File: config.mk
export PLATFORM = sky130hd
export DESIGN_NAME = ccpu_top
export DESIGN_NICKNAME = d
export VERILOG_FILES = /design/src/verilog/ccpu_pkg.sv /design/src/verilog/ccpu_top.sv
export VERILOG_INCLUDE_DIRS = /design/src /design/src/verilog
export SDC_FILE = /design/constraint.sdc
export NUM_CORES = 1
export LEC_CHECK = 0
export ABC_CLOCK_PERIOD_IN_PS = 5900
export BUFFER_PORTS_ARGS = -buffer_cell sky130_fd_sc_hd__buf_2
export CAP_MARGIN = 20
export CELL_PAD_IN_SITES_DETAIL_PLACEMENT = 0
export CELL_PAD_IN_SITES_GLOBAL_PLACEMENT = 1
export CORE_ASPECT_RATIO = 1.1
export CORE_MARGIN = 1.5
export CORE_UTILIZATION = 48
export DETAILED_ROUTE_END_ITERATION = 6
export PLACE_DENSITY_LB_ADDON = 0.3
export SLEW_MARGIN = 20
export SYNTH_ARGS = -nofsm -noshare
export SYNTH_HDL_FRONTEND = slang
export SYNTH_SLANG_ARGS = --single-unit
File: constraint.sdc
create_clock -name pclk -period 5.9 [get_ports pclk]
set_clock_uncertainty 0.2 [all_clocks]
set_input_delay 1.77 -clock pclk [delete_from_list [all_inputs] [get_ports pclk]]
set_output_delay 1.77 -clock pclk [all_outputs]
set_load 0.05 [all_outputs]
File: src/verilog/ccpu_cfg.svh
// Offsets, field positions, mode codes and reset values of the capture/compare/PWM block.
`ifndef CCPU_CFG_SVH
`define CCPU_CFG_SVH
`define CCPU_UNITS 5
`define CCPU_AW 12
`define CCPU_UNIT_STRIDE 12'h010
`define CCPU_OFF_CTRL 12'h000
`define CCPU_OFF_LOW 12'h004
`define CCPU_OFF_HIGH 12'h008
`define CCPU_OFF_ROUTE 12'h050
`define CCPU_OFF_FLAG 12'h054
`define CCPU_CTRL_DUTY_HI 5
`define CCPU_CTRL_DUTY_LO 4
`define CCPU_CTRL_MODE_HI 3
`define CCPU_CTRL_RESET 6'h00
`define CCPU_DATA_RESET 16'h0000
`define CCPU_ROUTE_RESET 2'h0
`define CCPU_M_OFF 4'h0
`define CCPU_M_TOGGLE 4'h2
`define CCPU_M_CAP_FALL 4'h4
`define CCPU_M_CAP_RISE 4'h5
`define CCPU_M_CAP_4TH 4'h6
`define CCPU_M_CAP_16TH 4'h7
`define CCPU_M_SET_HIGH 4'h8
`define CCPU_M_SET_LOW 4'h9
`define CCPU_M_SOFT_INT 4'ha
`define CCPU_M_SPECIAL 4'hb
`define CCPU_PSC_4TH 4'h3
`define CCPU_PSC_16TH 4'hf
`define CCPU_TRIGGER_UNITS 2
`endif

File: src/verilog/ccpu_pkg.sv
// Types shared by the capture/compare/PWM block.
`default_nettype none
package ccpu_pkg;
  // Timer routing settings, in the order of the routing field values.
  typedef enum logic [1:0] {
    CCPU_ROUTE_ALL_LOW = 2'h0,
    CCPU_ROUTE_FIRST_LOW = 2'h1,
    CCPU_ROUTE_PAIR_LOW = 2'h2,
    CCPU_ROUTE_ALL_HIGH = 2'h3
  } ccpu_route_e;

  // Complete state of the block, registered as one word.
  typedef struct packed {
    logic [4:0][5:0] ctrl;
    logic [4:0][15:0] data;
    logic [4:0] flag;
    logic [1:0] route;
    logic [4:0][3:0] psc;
    logic [4:0] sync1;
    logic [4:0] sync2;
    logic [4:0] prev;
    logic [4:0] latch;
    logic [4:0] match_d;
    logic [31:0] prdata;
    logic timer_one_rst;
    logic timer_three_rst;
  } ccpu_state_s;
endpackage
`default_nettype wire

File: src/verilog/ccpu_top.sv
// Five capture/compare/PWM units with timer routing behind an APB register slave.
//
// Added by the designer: the address map and the APB slave port.
`timescale 1ns/1ps
`default_nettype none
`include "ccpu_cfg.svh"

module ccpu_top
  import ccpu_pkg::*;
(
  input wire logic pclk,
  input wire logic presetn,
  input wire logic clk_en,
  input wire logic psel,
  input wire logic penable,
  input wire logic pwrite,
  input wire logic [11:0] paddr,
  input wire logic [31:0] pwdata,
  output logic [31:0] prdata,
  output logic pready,
  output logic pslverr,
  input wire logic [4:0] unit_pin_in,
  output logic [4:0] unit_pin_out,
  output logic [4:0] unit_pin_oe_n,
  input wire logic [4:0] port_direction,
  input wire logic [15:0] timer_one_value,
  input wire logic [15:0] timer_three_value,
  input wire logic timer_two_match,
  input wire logic timer_four_match,
  output logic timer_one_reset,
  output logic timer_three_reset,
  output logic [4:0] unit_event_flag,
  output logic [4:0] pwm_time_base,
  output logic [49:0] pwm_duty
);

  ccpu_state_s r;
  ccpu_state_s n;
  logic [4:0] sel_high;
  logic [4:0] cap_ev;
  logic [4:0] match_ev;
  logic [4:0] is_cap;
  logic [4:0] is_pwm;
  logic [4:0] is_cmp;
  logic [4:0][15:0] tval;
  logic setup_rd;
  logic wr_take;
  logic hit;
  logic [31:0] rd_val;

  // Bus phases: reads are sampled in the setup cycle, writes land at the access edge.
  assign setup_rd = psel && !penable && !pwrite;
  assign wr_take = psel && penable && pwrite;

  // Address decode and read mux; unmapped addresses read zero and flag an error.
  always_comb
  begin
    hit = 1'b0;
    rd_val = 32'h0000_0000;
    if (paddr == `CCPU_OFF_ROUTE)
    begin
      hit = 1'b1;
      rd_val = {30'h0000_0000, r.route};
    end
    else if (paddr == `CCPU_OFF_FLAG)
    begin
      hit = 1'b1;
      rd_val = {27'h000_0000, r.flag};
    end
    else
    begin
      for (int u = 0; u < `CCPU_UNITS; u++)
      begin
        if (paddr == 12'(u) * `CCPU_UNIT_STRIDE + `CCPU_OFF_CTRL)
        begin
          hit = 1'b1;
          rd_val = {26'h000_0000, r.ctrl[u]};
        end
        else if (paddr == 12'(u) * `CCPU_UNIT_STRIDE + `CCPU_OFF_LOW)
        begin
          hit = 1'b1;
          rd_val = {24'h00_0000, r.data[u][7:0]};
        end
        else if (paddr == 12'(u) * `CCPU_UNIT_STRIDE + `CCPU_OFF_HIGH)
        begin
          hit = 1'b1;
          rd_val = {24'h00_0000, r.data[u][15:8]};
        end
      end
    end
  end

  // Per-unit mode classes and timer selection.
  always_comb
  begin
    for (int i = 0; i < `CCPU_UNITS; i++)
    begin
      is_cap[i] = r.ctrl[i][3:2] == 2'b01;
      is_pwm[i] = r.ctrl[i][3:2] == 2'b11;
      is_cmp[i] = (r.ctrl[i][3:0] == `CCPU_M_TOGGLE) || (r.ctrl[i][3:2] == 2'b10);
      // Routing decides whether a unit sits on the low or the high timer pair.
      case (ccpu_route_e'(r.route))
        CCPU_ROUTE_ALL_LOW: sel_high[i] = 1'b0;
        CCPU_ROUTE_FIRST_LOW: sel_high[i] = (i >= 1);
        CCPU_ROUTE_PAIR_LOW: sel_high[i] = (i >= 2);
        default: sel_high[i] = 1'b1;
      endcase
      tval[i] = sel_high[i] ? timer_three_value : timer_one_value;
    end
  end

  // Next state: software writes first, hardware events after so that they win.
  always_comb
  begin
    n = r;
    n.timer_one_rst = 1'b0;
    n.timer_three_rst = 1'b0;
    cap_ev = 5'h00;
    match_ev = 5'h00;
    if (setup_rd)
    begin
      n.prdata = rd_val;
    end
    if (wr_take)
    begin
      if (paddr == `CCPU_OFF_ROUTE)
      begin
        n.route = pwdata[1:0];
      end
      else if (paddr == `CCPU_OFF_FLAG)
      begin
        n.flag = r.flag & ~pwdata[4:0];
      end
      for (int u = 0; u < `CCPU_UNITS; u++)
      begin
        if (paddr == 12'(u) * `CCPU_UNIT_STRIDE + `CCPU_OFF_CTRL)
        begin
          n.ctrl[u] = pwdata[5:0];
          // Entering a forcing compare mode presets the output latch.
          if (pwdata[3:0] == `CCPU_M_SET_HIGH)
          begin
            n.latch[u] = 1'b0;
          end
          else if (pwdata[3:0] == `CCPU_M_SET_LOW)
          begin
            n.latch[u] = 1'b1;
          end
        end
        else if (paddr == 12'(u) * `CCPU_UNIT_STRIDE + `CCPU_OFF_LOW)
        begin
          n.data[u][7:0] = pwdata[7:0];
        end
        else if (paddr == 12'(u) * `CCPU_UNIT_STRIDE + `CCPU_OFF_HIGH)
        begin
          n.data[u][15:8] = pwdata[7:0];
        end
      end
    end
    for (int i = 0; i < `CCPU_UNITS; i++)
    begin
      // Two-stage synchroniser, then a third stage kept for edge detection.
      n.sync1[i] = unit_pin_in[i];
      n.sync2[i] = r.sync1[i];
      n.prev[i] = r.sync2[i];
      // Edge selection and prescaling; the count only lives in capture modes.
      if (!is_cap[i])
      begin
        n.psc[i] = 4'h0;
      end
      else if (r.sync2[i] && !r.prev[i])
      begin
        case (r.ctrl[i][3:0])
          `CCPU_M_CAP_RISE: cap_ev[i] = 1'b1;
          `CCPU_M_CAP_4TH:
          begin
            cap_ev[i] = r.psc[i] == `CCPU_PSC_4TH;
            n.psc[i] = cap_ev[i] ? 4'h0 : r.psc[i] + 4'h1;
          end
          `CCPU_M_CAP_16TH:
          begin
            cap_ev[i] = r.psc[i] == `CCPU_PSC_16TH;
            n.psc[i] = r.psc[i] + 4'h1;
          end
          default: cap_ev[i] = 1'b0;
        endcase
      end
      else if (!r.sync2[i] && r.prev[i])
      begin
        cap_ev[i] = r.ctrl[i][3:0] == `CCPU_M_CAP_FALL;
      end
      // A capture overwrites whatever is held, read or not.
      if (cap_ev[i])
      begin
        n.data[i] = tval[i];
        n.flag[i] = 1'b1;
      end
      // Compare fires once per equality so a stopped timer cannot retrigger.
      n.match_d[i] = is_cmp[i] && (r.data[i] == tval[i]);
      match_ev[i] = n.match_d[i] && !r.match_d[i];
      if (match_ev[i])
      begin
        n.flag[i] = 1'b1;
        case (r.ctrl[i][3:0])
          `CCPU_M_TOGGLE: n.latch[i] = !r.latch[i];
          `CCPU_M_SET_HIGH: n.latch[i] = 1'b1;
          `CCPU_M_SET_LOW: n.latch[i] = 1'b0;
          `CCPU_M_SPECIAL:
          begin
            // Only the first two units carry the timer reset trigger.
            if (i < `CCPU_TRIGGER_UNITS)
            begin
              n.timer_one_rst = n.timer_one_rst || !sel_high[i];
              n.timer_three_rst = n.timer_three_rst || sel_high[i];
            end
          end
          default: n.latch[i] = r.latch[i];
        endcase
      end
      // Off mode clears the unit's internal state and output latch. The next control
      // value is tested, so a write that leaves off with a forcing mode keeps its preset
      // instead of having it wiped by the off state that it is leaving.
      if (n.ctrl[i][3:0] == `CCPU_M_OFF)
      begin
        n.match_d[i] = 1'b0;
        n.latch[i] = 1'b0;
      end
    end
  end

  // State register; the clock enable freezes everything.
  always_ff @(posedge pclk or negedge presetn)
  begin
    if (!presetn)
    begin
      r <= '0;
    end
    else if (clk_en)
    begin
      r <= n;
    end
  end

  // Bus answers: zero wait states, error on unmapped addresses.
  assign pready = 1'b1;
  assign pslverr = psel && penable && !hit;
  assign prdata = r.prdata;
  assign timer_one_reset = r.timer_one_rst;
  assign timer_three_reset = r.timer_three_rst;
  assign unit_event_flag = r.flag;

  // Per-unit outputs. The pin is driven only in compare or PWM modes with the
  // direction bit cleared; the special trigger of units three to five keeps it as port I/O.
  genvar g;
  generate
    for (g = 0; g < `CCPU_UNITS; g++)
    begin : g_unit
      logic drives;
      assign drives = (is_cmp[g] || is_pwm[g]) && !port_direction[g] &&
        !(g >= `CCPU_TRIGGER_UNITS && r.ctrl[g][3:0] == `CCPU_M_SPECIAL);
      assign unit_pin_out[g] = r.latch[g];
      assign unit_pin_oe_n[g] = !drives;
      // The fourth timer's match goes nowhere but here.
      assign pwm_time_base[g] = is_pwm[g] &&
        (sel_high[g] ? timer_four_match : timer_two_match);
      assign pwm_duty[g*10 +: 10] = {r.data[g][7:0], r.ctrl[g][5:4]};

      if (g < `CCPU_TRIGGER_UNITS)
      begin : g_trig

      end
      else
      begin : g_plain

      end
    end
  endgenerate
endmodule
`default_nettype wire

==> results.sh <==
export IMPL_outcome="finished clean"
export IMPL_portBuffers=150
export IMPL_min_to="prdata[7]"
export IMPL_ys_warn_count=0
export IMPL_hold_start="prdata[7]"
export IMPL_ioPinCount=200
export IMPL_synth_simple_area_share=0.1848
export IMPL_yosys_area_share_xor_xnor=0.04351
export IMPL_rows=63
export IMPL_dieArea_mm2=0.02826
export IMPL_power_density_mw_per_mm2=189.4
export IMPL_synth_compound_area_frac=0.2358
export IMPL_gr_total_overflow=0
export IMPL_drive_above_1_share=0.2164
export IMPL_relSlewSlack=0.3330
export IMPL_p_total_mw=2.656
export IMPL_cts_root_buf="clkbuf_16"
export IMPL_synth_seq_cells=172
export IMPL_place_congestion=0.9593
export IMPL_p_leak_nw=6.502
export IMPL_path_class="in -> out"
export IMPL_postCtsSetupBuffers=0
export IMPL_worst_r2r_endpoint="unit_event_flag[3]"
export IMPL_synth_async_reset_ratio=1.000
export IMPL_hold_viol=0
export IMPL_synth_main_ff_cell="dfrtp_1"
export IMPL_syn_area_mm2=0.01308
export IMPL_cts_tree="yes"
export IMPL_cts_buffers=17
export IMPL_grt_use_met1=0.4801
export IMPL_synth_area_leaders="dfrtp_1, mux2_2, buf_4"
export IMPL_synth_top_area_share=0.3290
export IMPL_hold_buffers=0
export IMPL_cap_violations=0
export IMPL_grt_max_degree=73
export IMPL_synth_edff_count=0
export IMPL_synth_distinct_cells=83
export IMPL_dr_pass1_iters=5
export IMPL_rsz0062_at_grt="no"
export IMPL_drv_slew=0
export IMPL_min_path_type="reg -> reg"
export IMPL_drc=0
export IMPL_final_antenna_net_count=0
export IMPL_use_met2=0.5056
export IMPL_synthAdderAreaFrac=0.004781
export IMPL_grt_pass1_vias=11330
export IMPL_syn_to_final_growth_pct=7.162
export IMPL_end_kind="primary output"
export IMPL_busiest_layer="met2"
export IMPL_grt_pass1_wl_mm=71.64
export IMPL_grt_usage=0.3386
export IMPL_synth_seq_area_share=0.3290
export IMPL_totalNegativeSetupSlack_ns=0
export IMPL_htree_levels=4
export IMPL_finalSetupViolations=0
export IMPL_final_nets=1602
export IMPL_yosysTopAreaCell="dfrtp_1"
export IMPL_vias=12300
export IMPL_clock_path_buffers=2
export IMPL_start_util=0.4868
export IMPL_met3_usage=0.05967
export IMPL_clk_pin_slew_worst_paths_ns=0.07
export IMPL_clock_latency_ns=0.45
export IMPL_r2r_cells=9
export IMPL_max_clock_freq_mhz=182.5
export IMPL_avgViaCountPerCell=6.566
export IMPL_critPathArrivalTime_ns=3.51
export IMPL_r2r_start="r[80]"
export IMPL_antenna_found_initial=1
export IMPL_clock_sinks=172
export IMPL_drt_iter0_drc=1630
export IMPL_die_x_um=160.4
export IMPL_r2r_slack_ns=2.00
export IMPL_crit_path_max_fanout=20
export IMPL_crit_path_start_kind="primary input"
export IMPL_worstPathRequired_ns=3.93
export IMPL_synth_mux_area_frac=0.1068
export IMPL_place_hpwl_mm=35.09
export IMPL_routed_wl_mm=47.68
export IMPL_ir_worst_vdd_mv=0.1952
export IMPL_die_height_um=176.2
export IMPL_tightest_slew_ns=0.9995
export IMPL_min_period_ns=5.481
export IMPL_n_antenna_cell=0
export IMPL_cts_resized_gates=0
export IMPL_routedWlPerCell_um=25.45
export IMPL_syn_mean_instance_area_um2=8.919
export IMPL_syn_inst=1467
export IMPL_period_share=0.9289
export IMPL_holdPathStages=2
export IMPL_synth_top_family_by_area="compound AO/OA/AOI/OAI gates"
export IMPL_core_region_area_mm2=0.02688
==> worst max path at each step <==
stage             start      end  slack, ns  cells after the start
6_report       paddr[2]  pslverr       0.42                      7
5_1_grt        paddr[2]  pslverr       0.39                      7
2_1_floorplan  paddr[1]  pslverr       0.47                      8
3_5_place_dp   paddr[2]  pslverr       0.43                      7
3_3_place_gp   paddr[2]  pslverr       0.43                      7
4_1_cts        paddr[2]  pslverr       0.43                      7
==> synth_stat cells, types with 9 or more instances <==
cell type	count
a211oi_1	68
a21o_1	67
a21oi_1	78
a22oi_1	17
a31oi_1	13
and2_1	15
and3_1	13
buf_2	22
buf_4	97
clkbuf_1	48
dfrtp_1	172
inv_1	38
mux2_2	68
mux2i_1	59
nand2_1	81
nand2b_1	24
nand3_1	43
nand4_1	11
nor2_1	80
nor2b_1	31
nor3_1	25
nor4_1	25
nor4b_1	9
o21ai_0	70
o22ai_1	12
o31ai_1	16
or3_1	11
or4_1	9
xnor2_1	47
xor2_1	18
==> cell type report <==
class,count,area [µm²]
Inverter,38,142.6
Tap cell,357,446.7
Timing Repair Buffer,172,922.1
Clock inverter,15,133.9
Multi-Input combinational cell,1102,7645
Clock buffer,17,425.4
Fill cell,2584,12860
Sequential cell,172,4305
==> worst max-delay path: stages <==
cell,delay (ns)
buf_2,0.23
or4_1,0.71
nor3_1,0.29
a31oi_1,0.08
o2111ai_1,0.11
nor2_1,0.10
buf_2,0.22
==> placed cells by master, fill, tap and decap left out, types with 31 or more instances in the layout <==
master / count
dfrtp_1: 171
o21ai_0: 70
nand3_1: 43
a211oi_1: 68
a21oi_1: 78
mux2_2: 68
nor2b_1: 31
nor2_1: 77
inv_1: 38
a21o_1: 67
buf_2: 149
xnor2_1: 47
nand2_1: 81
mux2i_1: 59
==> report_power, final <==
part           switching, mW  internal (mW)  total (mW)
combinational          0.233         0.0985       0.332
sequential            0.0159           1.20        1.21
clock                  0.525          0.587        1.11
==> logic make-up (layout without fill, tap and decap cells) <==
family                   after synthesis  in the layout
AO/OA/AOI/OAI                        446            446
XOR/XNOR                              65             65
adder cells (fa/ha/maj)                5              5
buffers and inverters                216            242
flip-flops                           172            172
multiplexers                         130            130
other                                  2             25
AND/OR/NAND/NOR                      431            431
==> metal layers <==
layer,vias up,share of wire
met5,-,0.00027
met4,2,0.045
met3,148,0.099
met2,801,0.43
met1,5927,0.43
li1,5420,-
==> flip-flops by register name, summed over array words and instances, names as in the netlist <==
register and flops:
pwm_duty 50, prdata 8, unit_pin_out 5, timer_three_reset 1, n 10, timer_one_reset 1, unit_event_flag 5, r 92
==> stage by stage <==
stage	cells	worst slack (ns)	hold slack [ns]	cell area, µm²	utilization
floorplan	1490	0.4665	0.2400	13170	-
global placement	1841	0.4339	0.2528	13460	0.5006
detailed placement	1841	0.4302	0.2722	13460	0.5006
CTS	1873	0.4337	0.2883	14020	0.5214
global route	1873	0.3873	0.3144	14020	0.5216
finish	1873	0.4194	0.2788	14020	0.5216
No activity file was read; power rests on OpenSTA's default activity.
